[src/core/rsc_pkg.sv]
/*
 * Shared constants, state codes and carrier structs for the reset source controller.
 * Assumes a single 200 MHz clock and that all users import this package.
 */
// Behaviour
// - Power-on resets everything, drives both pins, samples config
// - Boot source and word load only during power-on
// - Hard pin low forces soft pin low too
// - Both reset pins are open-drain, pull low only
// - Later hard resets keep the loaded boot word
// - Hard flow drives both pins and resets cores
// - External soft reset ignored while own reset runs
// - Soft flow: soft pin, core reset, config kept
// - Test port host command starts a soft flow
// - Enabled watchdog expiry starts a hard flow
// - Serial link reset request starts a hard flow
// - Software hard request starts a hard flow
// - Software soft request starts a soft flow
// - Status records sources of the latest reset
// - Config pins sampled only during power-on
// - Boot source chosen only during power-on
// - System configuration write only in power-on flow
// - Boundary test instructions act as soft source
// - Hard flow pin or internal; power-on pin only
package rsc_pkg;

  ////////////////////////////////////////////////////////////////////////////
  // Widths
  localparam int CFG_W = 8;   // Configuration strap pins
  localparam int BSRC_W = 3;  // Boot source strap pins
  localparam int WORD_W = 32; // Boot configuration word
  localparam int TAP_IR_W = 4; // Test port instruction register
  localparam int CNT_W = 10;  // Flow timer
  localparam int SYNC_W = 3 + CFG_W + BSRC_W;

  ////////////////////////////////////////////////////////////////////////////
  // Test port instruction codes that force a soft reset
  localparam logic [TAP_IR_W-1:0] TAP_EXTEST = 4'h0;
  localparam logic [TAP_IR_W-1:0] TAP_CLAMP = 4'h6;
  localparam logic [TAP_IR_W-1:0] TAP_HIGHZ = 4'h7;

  ////////////////////////////////////////////////////////////////////////////
  // Timing in ns, then in cycles of the 5 ns clock
  localparam int CLK_PERIOD_PS = 5000;
  localparam int POR_TAIL_NS = 250;  // Pins held after power-on input releases
  localparam int HARD_HOLD_NS = 500; // Pins held for a hard flow
  localparam int SOFT_HOLD_NS = 250; // Pin held for a soft flow
  // Least times, so round up
  localparam logic [CNT_W-1:0] POR_TAIL_CYC =
    CNT_W'((POR_TAIL_NS * 1000 + CLK_PERIOD_PS - 1) / CLK_PERIOD_PS);
  localparam logic [CNT_W-1:0] HARD_HOLD_CYC =
    CNT_W'((HARD_HOLD_NS * 1000 + CLK_PERIOD_PS - 1) / CLK_PERIOD_PS);
  localparam logic [CNT_W-1:0] SOFT_HOLD_CYC =
    CNT_W'((SOFT_HOLD_NS * 1000 + CLK_PERIOD_PS - 1) / CLK_PERIOD_PS);
  // Covers the two-flop pin synchroniser after releasing the pins
  localparam logic [CNT_W-1:0] SETTLE_CYC = 10'h004;

  ////////////////////////////////////////////////////////////////////////////
  // Reset values
  localparam logic [SYNC_W-1:0] SYNC_RESET = '1; // Pins idle high
  localparam logic [CFG_W-1:0] CFG_RESET = 8'h00;
  localparam logic [BSRC_W-1:0] BSRC_RESET = 3'h0;
  localparam logic [WORD_W-1:0] WORD_RESET = 32'h0000_0000;

  ////////////////////////////////////////////////////////////////////////////
  // Flow states, one-hot
  typedef enum logic [4:0] {
    RSC_IDLE = 5'b00001,
    RSC_POR = 5'b00010,
    RSC_HARD = 5'b00100,
    RSC_SOFT = 5'b01000,
    RSC_WAIT = 5'b10000
  } rsc_state_t;

  // Reset sources, one bit each
  typedef struct packed {
    logic power_on;
    logic hard_pin;
    logic soft_pin;
    logic watchdog;
    logic tap;
    logic serial_link;
    logic sw_hard;
    logic sw_soft;
  } rsc_status_t;

  // Values caught during power-on
  typedef struct packed {
    logic [CFG_W-1:0] config_pins;
    logic [BSRC_W-1:0] boot_source;
  } rsc_cfg_t;

endpackage

[src/core/rsc_reset_source_controller.sv]
/*
 * Reset source controller: gathers power-on, pin, watchdog, test port,
 * serial link and software reset requests and runs a power-on, hard or soft flow.
 * Assumes internal requests come from logic on clk_in; pins are asynchronous
 * and the open-drain wires are resolved outside from the enables.
 */
`timescale 1ns/1ps
module rsc_reset_source_controller (
  // Clock and reset
  input wire logic clk_in,                      // 200 MHz
  input wire logic reset_n_in,                  // Async, active low
  // Reset pins
  input wire logic power_on_reset_n_in,         // Power-on pin, active low
  // Hard wire, open drain
  input wire logic hard_reset_pin_n_in,         // Hard reset wire level
  output logic hard_reset_pin_n_out,            // Always low when enabled
  output logic hard_reset_pin_oe_out,           // High while pulling low
  // Soft wire, open drain
  input wire logic soft_reset_pin_n_in,         // Soft reset wire level
  output logic soft_reset_pin_n_out,            // Always low when enabled
  output logic soft_reset_pin_oe_out,           // High while pulling low
  // Straps and boot word
  input wire logic [rsc_pkg::CFG_W-1:0] config_pins_in,
  input wire logic [rsc_pkg::BSRC_W-1:0] boot_source_pins_in,
  input wire logic [rsc_pkg::WORD_W-1:0] boot_config_word_in,
  input wire logic boot_config_word_valid_in,   // Word from boot source
  // Internal requests
  input wire logic watchdog_zero_in,            // Watchdog count at zero
  input wire logic watchdog_reset_en_in,        // Watchdog reset enabled
  input wire logic tap_host_reset_in,           // Test port host reset command
  input wire logic [rsc_pkg::TAP_IR_W-1:0] tap_instr_in,
  input wire logic serial_link_hard_reset_in,   // Serial link reset request
  input wire logic sw_hard_reset_in,            // Control register hard request
  input wire logic sw_soft_reset_in,            // Control register soft request
  // Resets and results
  output logic core_reset_out,                  // Cores held in reset
  output logic pll_reset_out,                   // PLL state reset
  output rsc_pkg::rsc_cfg_t sampled_cfg_out,    // Straps caught at power-on
  output logic [rsc_pkg::WORD_W-1:0] boot_config_word_out,
  output logic boot_config_valid_out,           // Boot word loaded
  output rsc_pkg::rsc_status_t reset_status_out, // Latest reset sources
  output logic status_ready_out                 // No flow running
);
  import rsc_pkg::*;

  ////////////////////////////////////////////////////////////////////////////
  // Declarations
  // Synchronised pins
  logic [SYNC_W-1:0] pins_s;          // Synchronised pin group
  logic por_n_s;                      // Power-on pin, synchronised
  logic hard_n_s;                     // Hard wire, synchronised
  logic soft_n_s;                     // Soft wire, synchronised
  logic [CFG_W-1:0] cfg_s;            // Straps, synchronised
  logic [BSRC_W-1:0] bsrc_s;          // Boot source straps, synchronised

  // Flow control
  rsc_state_t state;                  // Current flow
  rsc_state_t next_state;             // Flow for next cycle
  logic [CNT_W-1:0] cnt;              // Hold and settle timer

  // Pin enables
  logic drive_hard;                   // Hard pin enable register
  logic drive_soft;                   // Soft pin enable register

  // Decoded requests
  logic por_req;                      // Power-on input asserted
  logic ext_hard;                     // Hard pin pulled by someone else
  logic ext_soft;                     // Soft pin pulled by someone else
  logic tap_soft;                     // Test port soft request
  logic hard_any;                     // Any hard-class request
  logic soft_any;                     // Any soft-class request
  rsc_status_t src_now;               // Requests seen this cycle

  ////////////////////////////////////////////////////////////////////////////
  // Pin synchronisers; wires idle high
  rsc_sync2 #(
    .W(SYNC_W),
    .RESET_VAL(SYNC_RESET)
  ) u_sync (
    .clk_in(clk_in),
    .reset_n_in(reset_n_in),
    .async_in({power_on_reset_n_in, hard_reset_pin_n_in, soft_reset_pin_n_in,
               config_pins_in, boot_source_pins_in}),
    .sync_out(pins_s)
  );

  assign {por_n_s, hard_n_s, soft_n_s, cfg_s, bsrc_s} = pins_s;

  ////////////////////////////////////////////////////////////////////////////
  // Request decode
  always_comb begin
    // Power-on only ever comes from the pin
    por_req = !por_n_s;
    // Our own hard drive masks the wire; settle window too
    ext_hard = !hard_n_s && !drive_hard && (state != RSC_WAIT);
    // Soft wire only counts when we assert nothing at all
    ext_soft = !soft_n_s && (state == RSC_IDLE);
    // Boundary instructions behave as a soft source
    tap_soft = tap_host_reset_in || (tap_instr_in == TAP_EXTEST) ||
               (tap_instr_in == TAP_CLAMP) || (tap_instr_in == TAP_HIGHZ);

    // Status bits for this cycle
    src_now.power_on = por_req;
    src_now.hard_pin = ext_hard;
    src_now.soft_pin = ext_soft;
    src_now.watchdog = watchdog_zero_in && watchdog_reset_en_in;
    src_now.tap = tap_soft;
    src_now.serial_link = serial_link_hard_reset_in;
    src_now.sw_hard = sw_hard_reset_in;
    src_now.sw_soft = sw_soft_reset_in;

    // Flow classes
    hard_any = src_now.hard_pin || src_now.watchdog || src_now.serial_link ||
               src_now.sw_hard;
    // Soft class
    soft_any = src_now.soft_pin || src_now.tap || src_now.sw_soft;
  end

  ////////////////////////////////////////////////////////////////////////////
  // Flow selection; power-on beats hard beats soft
  always_comb begin
    // Hold by default
    next_state = state;
    unique case (state)
      RSC_IDLE: begin
        // Widest request wins
        if (por_req) begin
          next_state = RSC_POR;
        end else if (hard_any) begin
          next_state = RSC_HARD;
        end else if (soft_any) begin
          next_state = RSC_SOFT;
        end
      end

      RSC_POR: begin
        // Tail timer only runs once the input lets go
        if (!por_req && cnt == '0) begin
          next_state = RSC_WAIT;
        end
      end

      RSC_HARD: begin
        // Only power-on preempts
        if (por_req) begin
          next_state = RSC_POR;
        end else if (cnt == '0) begin
          next_state = RSC_WAIT;
        end
      end

      RSC_SOFT: begin
        // Escalate to the wider flow if one is asked for
        if (por_req) begin
          next_state = RSC_POR;
        end else if (hard_any) begin
          next_state = RSC_HARD;
        end else if (cnt == '0) begin
          next_state = RSC_WAIT;
        end
      end

      RSC_WAIT: begin
        // Wait until the wires read released after our drive stops
        if (por_req) begin
          next_state = RSC_POR;
        end else if (cnt == '0 && !hard_n_s) begin
          next_state = RSC_HARD; // Someone else still holds hard
        end else if (cnt == '0 && soft_n_s) begin
          next_state = RSC_IDLE;
        end
      end

      default: begin
        next_state = RSC_IDLE; // Illegal code recovers
      end
    endcase
  end

  ////////////////////////////////////////////////////////////////////////////
  // State register
  always_ff @(posedge clk_in or negedge reset_n_in) begin
    if (!reset_n_in) begin
      // Idle after reset
      state <= RSC_IDLE;
    end else begin
      // Advance the flow
      state <= next_state;
    end
  end

  ////////////////////////////////////////////////////////////////////////////
  // Flow timer, loaded on each state entry
  always_ff @(posedge clk_in or negedge reset_n_in) begin
    if (!reset_n_in) begin
      // Timer idle
      cnt <= '0;
    end else if (next_state != state || (state == RSC_POR && por_req)) begin
      unique case (next_state)
        // Load the new state's time
        RSC_POR: cnt <= POR_TAIL_CYC;
        RSC_HARD: cnt <= HARD_HOLD_CYC;
        RSC_SOFT: cnt <= SOFT_HOLD_CYC;
        RSC_WAIT: cnt <= SETTLE_CYC;
        // Idle needs no timer
        default: cnt <= '0;
      endcase
    end else if (cnt != '0) begin
      // Count down to zero
      cnt <= cnt - 1'b1;
    end
  end

  ////////////////////////////////////////////////////////////////////////////
  // Pin drive; open-drain, so only the enable moves
  always_ff @(posedge clk_in or negedge reset_n_in) begin
    if (!reset_n_in) begin
      // Wires released
      drive_hard <= 1'b0;
      drive_soft <= 1'b0;
    end else begin
      // Pull hard in power-on and hard flows
      drive_hard <= (next_state == RSC_POR) || (next_state == RSC_HARD);
      // Soft follows hard, whoever pulls hard
      drive_soft <= (next_state == RSC_POR) || (next_state == RSC_HARD) ||
                    (next_state == RSC_SOFT) || !hard_n_s;
    end
  end

  assign hard_reset_pin_n_out = 1'b0;
  assign soft_reset_pin_n_out = 1'b0;

  // Enables straight from flops
  assign hard_reset_pin_oe_out = drive_hard;
  assign soft_reset_pin_oe_out = drive_soft;

  ////////////////////////////////////////////////////////////////////////////
  // Core and PLL resets; cores stay held until the wires settle
  always_ff @(posedge clk_in or negedge reset_n_in) begin
    if (!reset_n_in) begin
      // Cores and PLLs held
      core_reset_out <= 1'b1;
      pll_reset_out <= 1'b1;
    end else begin
      // Cores free only in idle
      core_reset_out <= (next_state != RSC_IDLE);
      // Only power-on touches PLLs
      pll_reset_out <= (next_state == RSC_POR);
    end
  end

  ////////////////////////////////////////////////////////////////////////////
  // Straps and boot source, caught only in the power-on flow
  always_ff @(posedge clk_in or negedge reset_n_in) begin
    if (!reset_n_in) begin
      // Straps unknown yet
      sampled_cfg_out.config_pins <= CFG_RESET;
      sampled_cfg_out.boot_source <= BSRC_RESET;
    end else if (state == RSC_POR && por_req) begin
      // Last value before release wins; hard and soft never touch these
      sampled_cfg_out.config_pins <= cfg_s;
      sampled_cfg_out.boot_source <= bsrc_s;
    end
  end

  ////////////////////////////////////////////////////////////////////////////
  // Boot word; loads only while the power-on input is asserted
  always_ff @(posedge clk_in or negedge reset_n_in) begin
    if (!reset_n_in) begin
      // No word loaded
      boot_config_word_out <= WORD_RESET;
      boot_config_valid_out <= 1'b0;
    end else if (next_state == RSC_POR && state != RSC_POR) begin
      boot_config_valid_out <= 1'b0; // New power-on forgets the old word
    end else if (state == RSC_POR && por_req && boot_config_word_valid_in) begin
      // Take the strobed word
      boot_config_word_out <= boot_config_word_in;
      boot_config_valid_out <= 1'b1;
    end
    // Hard and soft flows leave the word as loaded
  end

  ////////////////////////////////////////////////////////////////////////////
  // Reset status: new flow or power-on replaces, soft-to-hard escalation adds
  always_ff @(posedge clk_in or negedge reset_n_in) begin
    if (!reset_n_in) begin
      // No source seen
      reset_status_out <= '0;
    end else if (next_state != RSC_IDLE && (state == RSC_IDLE ||
                 (next_state == RSC_POR && state != RSC_POR))) begin
      // Fresh flow replaces
      reset_status_out <= src_now;
    end else if (state == RSC_POR || state == RSC_HARD || state == RSC_SOFT) begin
      // Sources joining a running flow belong to the same reset
      reset_status_out <= reset_status_out | src_now;
    end
  end

  // Status is meaningful once no flow is running
  assign status_ready_out = (state == RSC_IDLE);

endmodule

[src/core/rsc_sync2.sv]
/*
 * Two-flop synchroniser, one stage pair per bit.
 * Assumes inputs come from pins or another clock; reset value is a constant.
 */
`timescale 1ns/1ps
module rsc_sync2 #(
  parameter int W = 1,
  parameter logic [W-1:0] RESET_VAL = '0
) (
  input wire logic clk_in,
  input wire logic reset_n_in,
  input wire logic [W-1:0] async_in,
  output logic [W-1:0] sync_out
);

  ////////////////////////////////////////////////////////////////////////////
  // Per-bit stages; the first flop feeds only the second
  genvar i;
  generate
    for (i = 0; i < W; i++) begin : g_bit
      logic meta; // First stage, may go metastable
      always_ff @(posedge clk_in or negedge reset_n_in) begin
        if (!reset_n_in) begin
          meta <= RESET_VAL[i];
          sync_out[i] <= RESET_VAL[i];
        end else begin
          meta <= async_in[i];
          sync_out[i] <= meta;
        end
      end
    end
  endgenerate

endmodule

[config.mk]
export PLATFORM = sky130hd
export DESIGN_NAME = rsc_reset_source_controller
export DESIGN_NICKNAME = d
export VERILOG_FILES = /design/src/core/rsc_pkg.sv /design/src/core/rsc_reset_source_controller.sv /design/src/core/rsc_sync2.sv
export SDC_FILE = /design/constraint.sdc
export NUM_CORES = 1
export LEC_CHECK = 0
export BUFFER_PORTS_ARGS = -buffer_cell sky130_fd_sc_hd__buf_2
export CORE_MARGIN = 1
export CORE_UTILIZATION = 40
export CTS_BUF_LIST = sky130_fd_sc_hd__clkbuf_8
export DETAILED_ROUTE_END_ITERATION = 8
export PLACE_DENSITY_LB_ADDON = 0.3
export SLEW_MARGIN = 30
export SYNTH_ARGS = -nofsm -noshare
export SYNTH_HDL_FRONTEND = slang
export SYNTH_SLANG_ARGS = --single-unit
[constraint.sdc]
create_clock -name clk_in -period 3.5 [get_ports clk_in]
set_input_delay 0.175 -clock clk_in [delete_from_list [all_inputs] [get_ports clk_in]]
set_output_delay 0.175 -clock clk_in [all_outputs]
set_load 0.02 [all_outputs]
# Yosys cells after proc, flatten, opt, wreduce, memory -nomap -nowiden
# Index checks and enable logic that the tools add are counted.
dict set report op_classes {
  addsub 1
  n_eq_ne 15
  muxes 19
  bitwise 2
  reduce_logical 38
}
# cell count
set op_table {}
lappend op_table {{$mux 5} 11}
lappend op_table {{$pmux 5 s5} 1}
lappend op_table {{$pmux 7 s3} 1}
lappend op_table {{$mux 10} 2}
lappend op_table {{$mux 8} 2}
lappend op_table {{$logic_or 1x1->1} 15}
lappend op_table {{$logic_and 1x1->1} 11}
lappend op_table {{$eq 5x2->1 const B} 2}
lappend op_table {{$eq 5x3->1 const B} 2}
lappend op_table {{$eq 5x4->1 const B} 2}
lappend op_table {{$eq 5x5->1 const B} 2}
lappend op_table {{$logic_not 10->1} 1}
lappend op_table {{$reduce_bool 10->1} 1}
lappend op_table {{$sub 10x1->10 const B} 1}
lappend op_table {{$eq 4x3->1 const B} 2}
lappend op_table {{$or 8x8->8} 1}
lappend op_table {{$reduce_bool 2->1} 3}
lappend op_table {{$eq 5x1->1 const B} 1}
lappend op_table {{$ne 5x1->1 const B} 1}
lappend op_table {{$ne 5x2->1 const B} 1}
lappend op_table {{$ne 5x5->1} 1}
lappend op_table {{$ne 5x5->1 const B} 1}
lappend op_table {{$logic_not 1->1} 4}
lappend op_table {{$logic_not 4->1} 1}
lappend op_table {{other kinds (4)} 5}
dict set report totals {
  regBits 99
  output_inout_bits 59
  word_cells 121
}

# Depth between registers and ports, before layout
dict set report logic_depth {
  depth_word 15
  depth_mapped 9
  depth_no_buf 9
}

# Cells and area by module
# Synthesis repeated with hierarchy kept, for this count alone.
dict set report unflattened {
  cells_unflattened 296
  hier_area_um2 4021.4
}
# mod n_inst cells_per_inst area_per_inst_um2 seq_area_each_um2
set by_module_without_submodules {}
lappend by_module_without_submodules {rsc_reset_source_controller 1 268 3285.7 1780.5}
lappend by_module_without_submodules {rsc_sync2 1 28 735.7 735.7}

# Worst setup path before layout
# OpenSTA, ideal clock, no wires.
dict set report synth_timing {
  path_kind {flip-flop to flip-flop}
  start {register cnt[0]}
  end {register reset_status_out[4] (netlist name)}
  setup_time_ps 122
  arrival_time_ps 2081
  slack_ps 1297
  path_stages_with_launch 10
  period_less_slack_ps 2203
  path_cell_list {dfrtp_1 -> inv_1 -> ha_1 -> nor3b_2 -> nand3_2 -> nand3b_1 -> a21boi_0 -> o21ai_2 -> o31ai_4 -> a32o_1}
}
dict set report synth_via {
  elab_chain_cells 11
  word_cells_on_any_way 20
  cone_classes {eq/ne: 2; mux: 10; reduce/logical: 8}
}
# item line
set synth_lines {}
lappend synth_lines {{from (decl)} rsc_reset_source_controller.sv:59} ;# logic [CNT_W-1:0] cnt;
lappend synth_lines {{from (signal assigned)} rsc_reset_source_controller.sv:210} ;# cnt <= cnt - 1'b1;
lappend synth_lines {{$logic_not 10->1 (*)} -}
lappend synth_lines {{$logic_and 1x1->1} rsc_reset_source_controller.sv:169} ;# end else if (cnt == '0 && soft_n_s) begin
lappend synth_lines {{$mux 5} rsc_reset_source_controller.sv:169}
lappend synth_lines {{$mux 5} rsc_reset_source_controller.sv:167} ;# end else if (cnt == '0 && !hard_n_s) begin
lappend synth_lines {{$mux 5} rsc_reset_source_controller.sv:165} ;# if (por_req) begin
lappend synth_lines {{$pmux 5 s5 (*)} rsc_reset_source_controller.sv:124} ;# unique case (state)
lappend synth_lines {{$eq 5x2->1} rsc_reset_source_controller.sv:290} ;# (next_state == RSC_POR && state != RSC_POR))) begin
lappend synth_lines {{$logic_and 1x1->1} rsc_reset_source_controller.sv:290}
lappend synth_lines {{$logic_or 1x1->1} rsc_reset_source_controller.sv:289} ;# end else if (next_state != RSC_IDLE && (state == RSC_IDLE ||
lappend synth_lines {{$logic_and 1x1->1 (*)} rsc_reset_source_controller.sv:289}
lappend synth_lines {{$mux 8 or $reduce_bool 2->1 (tied branches)} -}
lappend synth_lines {{to (signal assigned)} rsc_reset_source_controller.sv:292} ;# reset_status_out <= src_now;
lappend synth_lines {{to (signal assigned)} rsc_reset_source_controller.sv:295} ;# reset_status_out <= reset_status_out | src_now;
lappend synth_lines {{to (decl)} rsc_reset_source_controller.sv:41} ;# output rsc_pkg::rsc_status_t reset_status_out,
# Every way passes the cells marked *; elsewhere a longest branch is shown, timed or not.
# A chain may end at the register's enable or synchronous reset.

# Worst setup path after layout
# Same ends and word-level chain as after synthesis.

==> impl_metrics.xml <==
<?xml version="1.0" encoding="UTF-8"?>
<metrics>
  <group name="clock_tree">
    <metric name="ctsResizeCount" unit="">0</metric>
    <metric name="cts_inserted_buffers" unit="">9</metric>
    <metric name="insertion_delay" unit="ps">360</metric>
    <metric name="clock_tree.htree_level_count" unit="">3</metric>
    <metric name="clk_root_buffer_cell" unit="">sky130_fd_sc_hd__clkbuf_8</metric>
    <metric name="clock_tree_sinks" unit="">99</metric>
    <metric name="cts_post_setup_buffers_inserted" unit="">0</metric>
    <metric name="cts.reportedPaths.clkPinSlew" unit="ps">100</metric>
    <metric name="ctsLongestPathBuffers" unit="">2</metric>
    <metric name="tritoncts" unit="">done</metric>
  </group>
  <group name="sta">
    <metric name="rsz0062_at_grt" unit="">no</metric>
    <metric name="worst_slew_margin_rel" unit="%">45.1</metric>
    <metric name="worstMarginPinSlew" unit="ps">812</metric>
    <metric name="clock-skew-final" unit="ps">9.92</metric>
    <metric name="fin_crit_sh" unit="%">78.4</metric>
    <metric name="hold_viol" unit="">0</metric>
    <metric name="timing.final.crit_period" unit="ps">2740</metric>
    <metric name="setup_tns" unit="ps">0</metric>
    <metric name="final-setup-viol-count" unit="">0</metric>
    <metric name="maxClockFrequency" unit="GHz">0.364</metric>
    <metric name="slew_violations" unit="">0</metric>
  </group>
  <group name="placed_design">
    <metric name="globalplace.congestion" unit="">0.905</metric>
    <metric name="placement.cell_area" unit="um2">4850</metric>
    <metric name="dp.cells" unit="">546</metric>
    <metric name="detailed_placer_s_ending_hpwl" unit="mm">6.15</metric>
    <metric name="place.port_buffers" unit="">115</metric>
  </group>
  <group name="global_routing">
    <metric name="pin_count_of_the_biggest_net_entering_global_routing" unit="">55</metric>
    <metric name="number_of_global_route_vias_before_repair" unit="">3026</metric>
    <metric name="grt_usage" unit="%">16.8</metric>
    <metric name="global_route_wire_length_before_repair" unit="mm">14.5</metric>
    <metric name="grt_remaining_overflow" unit="">0</metric>
    <metric name="antenna_found_initial" unit="">0</metric>
  </group>
  <group name="worst_setup_path">
    <metric name="cp-start-kind" unit="">register</metric>
    <metric name="critPathKind" unit="">reg2reg</metric>
    <metric name="crit_path_max_fanout" unit="">15</metric>
    <metric name="worstPathRequired" unit="ps">3750</metric>
    <metric name="arrival" unit="ps">3000</metric>
    <metric name="end_kind" unit="">register</metric>
    <metric name="r2r_slack" unit="ps">760</metric>
  </group>
  <group name="final_layout">
    <metric name="seqCellArea" unit="um2">2520</metric>
    <metric name="multi_input_comb_area" unit="um2">1520</metric>
    <metric name="fillers" unit="">861</metric>
    <metric name="layout.cells.non_filler" unit="">577</metric>
    <metric name="drive_gt1_share" unit="%">51.6</metric>
    <metric name="stdcell_area" unit="um2">5190</metric>
    <metric name="finish.utilization" unit="%">52.4</metric>
    <metric name="nets" unit="">499</metric>
    <metric name="antennaDiodeCount" unit="">0</metric>
    <metric name="layout-area-overhead-vs-synth" unit="%">25.5</metric>
  </group>
  <group name="pwr">
    <metric name="overall_power" unit="mW">4.67</metric>
    <metric name="leakage" unit="nW">2.43</metric>
    <metric name="pwr_density_cell" unit="nW/um2">900</metric>
    <metric name="vdd.ir_drop.worst" unit="uV">451</metric>
  </group>
  <group name="logic_synthesis">
    <metric name="syn_inst" unit="">307</metric>
    <metric name="yosysWarningCount" unit="">0</metric>
    <metric name="largest_cells_by_area_after_synthesis" unit="">sky130_fd_sc_hd__dfrtp_1 41%, sky130_fd_sc_hd__dfstp_2 20%, sky130_fd_sc_hd__mux2_2 12%, sky130_fd_sc_hd__nor2_1 1.7%, sky130_fd_sc_hd__mux2i_1 1.7%</metric>
    <metric name="synth-edff-count" unit="">0</metric>
    <metric name="postSynthAreaPerCell" unit="um2">13.5</metric>
    <metric name="synth.top_cell.area_share" unit="%">41.1</metric>
    <metric name="leading_register_cell_type_out_of_synthesis" unit="">sky130_fd_sc_hd__dfrtp_1</metric>
    <metric name="async_reset_ff_share" unit="%">100</metric>
    <metric name="ys_types" unit="">65</metric>
    <metric name="synth_seq_cells" unit="">99</metric>
    <metric name="post_synth_instance_area" unit="um2">4140</metric>
    <metric name="yosysSeqAreaShare" unit="%">60.8</metric>
    <metric name="synth_top_area_cell" unit="">sky130_fd_sc_hd__dfrtp_1</metric>
  </group>
  <group name="detailed_routing">
    <metric name="drc" unit="">0</metric>
    <metric name="drt_iter0_drc" unit="">120</metric>
    <metric name="ant_nets" unit="">0</metric>
    <metric name="wire_per_inst" unit="um">14.7</metric>
    <metric name="vias" unit="">2879</metric>
    <metric name="avgViaCountPerCell" unit="">4.99</metric>
    <metric name="wl" unit="mm">8.49</metric>
    <metric name="drtPass1Iterations" unit="">4</metric>
  </group>
  <group name="worst_hold_path">
    <metric name="min_path_type" unit="">in2reg</metric>
  </group>
  <group name="run_status">
    <metric name="outcome" unit="">complete, no violations</metric>
  </group>
  <group name="die">
    <metric name="pin_count" unit="">118</metric>
    <metric name="die_area" unit="um2">10800</metric>
    <metric name="floorplan.rows" unit="">36</metric>
    <metric name="die_x" unit="um">104</metric>
    <metric name="core" unit="um2">9910</metric>
    <metric name="initial_utilization" unit="%">41.7</metric>
    <metric name="die_h" unit="um">104</metric>
  </group>
  <group name="flow_run">
    <metric name="drv_cap" unit="">0</metric>
  </group>
</metrics>
[cells by family (layout without fill, tap and decap cells)]
logic type      Yosys count  after routing  synth area share, %
flops                    99             99                 60.8
mux                      50             50                 13.4
xor+xnor                 10             10                 2.12
buf+inv                  21            157                 2.60
simple gates             77             77                 11.1
fa+ha+maj                 1              1                0.302
other cells               1              2               0.0907
compound gates           48             48                 9.59
[report_power, final]
part           internal [mW]  switching (mW)
clock network          0.293           0.413
registers               1.56           0.281
logic                  0.884            1.23
[routing by layer]
metal | global-route usage (%) | share of wire, % | vias up
met1 | 21.0 | 42 | 1411
met2 | 27.9 | 49 | 102
met3 | 4.72 | 6.1 | 17
met4 | 6.43 | 2.0 | 0
met5 | 0 | 0 | -
li1 | - | - | 1349
[cell usage in the layout, fill, tap and decap left out, types with 2 or more instances in the layout]
cell,count
sky130_fd_sc_hd__a21boi_0,2
sky130_fd_sc_hd__a21o_1,2
sky130_fd_sc_hd__a21oi_1,10
sky130_fd_sc_hd__a22o_1,5
sky130_fd_sc_hd__a31o_2,2
sky130_fd_sc_hd__and3_1,2
sky130_fd_sc_hd__buf_2,114
sky130_fd_sc_hd__buf_4,4
sky130_fd_sc_hd__clkbuf_8,10
sky130_fd_sc_hd__clkinv_4,2
sky130_fd_sc_hd__conb_1,2
sky130_fd_sc_hd__dfrtp_1,68
sky130_fd_sc_hd__dfstp_2,31
sky130_fd_sc_hd__dlygate4sd3_1,15
sky130_fd_sc_hd__inv_1,7
sky130_fd_sc_hd__inv_8,2
sky130_fd_sc_hd__mux2_2,43
sky130_fd_sc_hd__mux2i_1,7
sky130_fd_sc_hd__nand2_1,17
sky130_fd_sc_hd__nand2b_1,2
sky130_fd_sc_hd__nand3_1,6
sky130_fd_sc_hd__nor2_1,19
sky130_fd_sc_hd__nor2b_1,2
sky130_fd_sc_hd__nor3_1,6
sky130_fd_sc_hd__nor3b_1,2
sky130_fd_sc_hd__o211ai_1,3
sky130_fd_sc_hd__o21ai_0,6
sky130_fd_sc_hd__or3_1,4
sky130_fd_sc_hd__xnor2_1,3
sky130_fd_sc_hd__xor2_1,7
[worst max-delay path, cell delays in order, from the launching register on]
cell                       delay (ps)
sky130_fd_sc_hd__dfrtp_1          390
sky130_fd_sc_hd__inv_1             90
sky130_fd_sc_hd__ha_1             200
sky130_fd_sc_hd__nor3b_2          340
sky130_fd_sc_hd__nand3_2          350
sky130_fd_sc_hd__nand3b_1         270
sky130_fd_sc_hd__a21boi_0         160
sky130_fd_sc_hd__o21ai_2          380
sky130_fd_sc_hd__o31ai_4          170
sky130_fd_sc_hd__a32o_1           290
[synthesized netlist by cell type (2+ instances only)]
master                     count
sky130_fd_sc_hd__clkbuf_1      3
sky130_fd_sc_hd__o21ai_0       6
sky130_fd_sc_hd__nor2_1       19
sky130_fd_sc_hd__nand2_1      17
sky130_fd_sc_hd__a21boi_0      2
sky130_fd_sc_hd__nand2b_1      2
sky130_fd_sc_hd__and3_1        2
sky130_fd_sc_hd__a22o_1        5
sky130_fd_sc_hd__mux2_2       43
sky130_fd_sc_hd__dfrtp_1      68
sky130_fd_sc_hd__xnor2_1       3
sky130_fd_sc_hd__nor3b_1       2
sky130_fd_sc_hd__o211ai_1      3
sky130_fd_sc_hd__a31o_2        2
sky130_fd_sc_hd__mux2i_1       7
sky130_fd_sc_hd__buf_2         2
sky130_fd_sc_hd__a21oi_1      10
sky130_fd_sc_hd__nor3_1        6
sky130_fd_sc_hd__buf_1         3
sky130_fd_sc_hd__xor2_1        7
sky130_fd_sc_hd__buf_4         5
sky130_fd_sc_hd__inv_1         7
sky130_fd_sc_hd__nand3_1       6
sky130_fd_sc_hd__a21o_1        2
sky130_fd_sc_hd__or3_1         4
sky130_fd_sc_hd__dfstp_2      31
sky130_fd_sc_hd__nor2b_1       2
[what timing repair did]
item | in CTS | in global routing
hold buffers | 15 | 0
endpoints found under the setup margin | 0 | 0
hold endpoints to repair | 54 | 0
[state kept, by name (all words and copies together), names as in the netlist]
register               count
boot_config_word_out      32
u_sync.g_bit.meta         14
u_sync.sync_out           14
sampled_cfg_out           11
cnt                       10
reset_status_out           8
state                      5
boot_config_valid_out      1
core_reset_out             1
hard_reset_pin_oe_out      1
pll_reset_out              1
soft_reset_pin_oe_out      1
[through the flow]
stage               hold slack, ps  setup WS, ps
floorplan                     -121          1300
global placement               262           857
detailed placement             260           784
CTS                           16.1           745
global route                  10.5           502
finish                        41.5           756
[cell type report]
cell class              count  share of cell area (%)
multi-input cells         188                    29.2
clock inverters             6                    1.08
repair buffers            134                    14.9
flip-flops and latches     99                    48.5
inverters                   7                   0.506
clock buffers              10                    2.65
well taps                 133                    3.21
[worst paths after layout]
kind	to	from	cells after the start
setup / recovery	reset_status_out[4]$_DFFE_PN0P_	cnt[0]$_DFFE_PN0P_	9
hold / removal	boot_config_word_out[16]$_DFFE_PN0P_	boot_config_word_in[16]	2
setup reg to reg	reset_status_out[4]$_DFFE_PN0P_	cnt[0]$_DFFE_PN0P_	9
hold reg to reg	u_sync.sync_out[13]$_DFF_PN1_	u_sync.g_bit[13].meta$_DFF_PN1_	0
max in group asynchronous	state[0]$_DFF_PN1_	reset_n_in	3
min in group asynchronous	hard_reset_pin_oe_out$_DFF_PN0_	reset_n_in	2
Power figures use the tool's default switching activity.
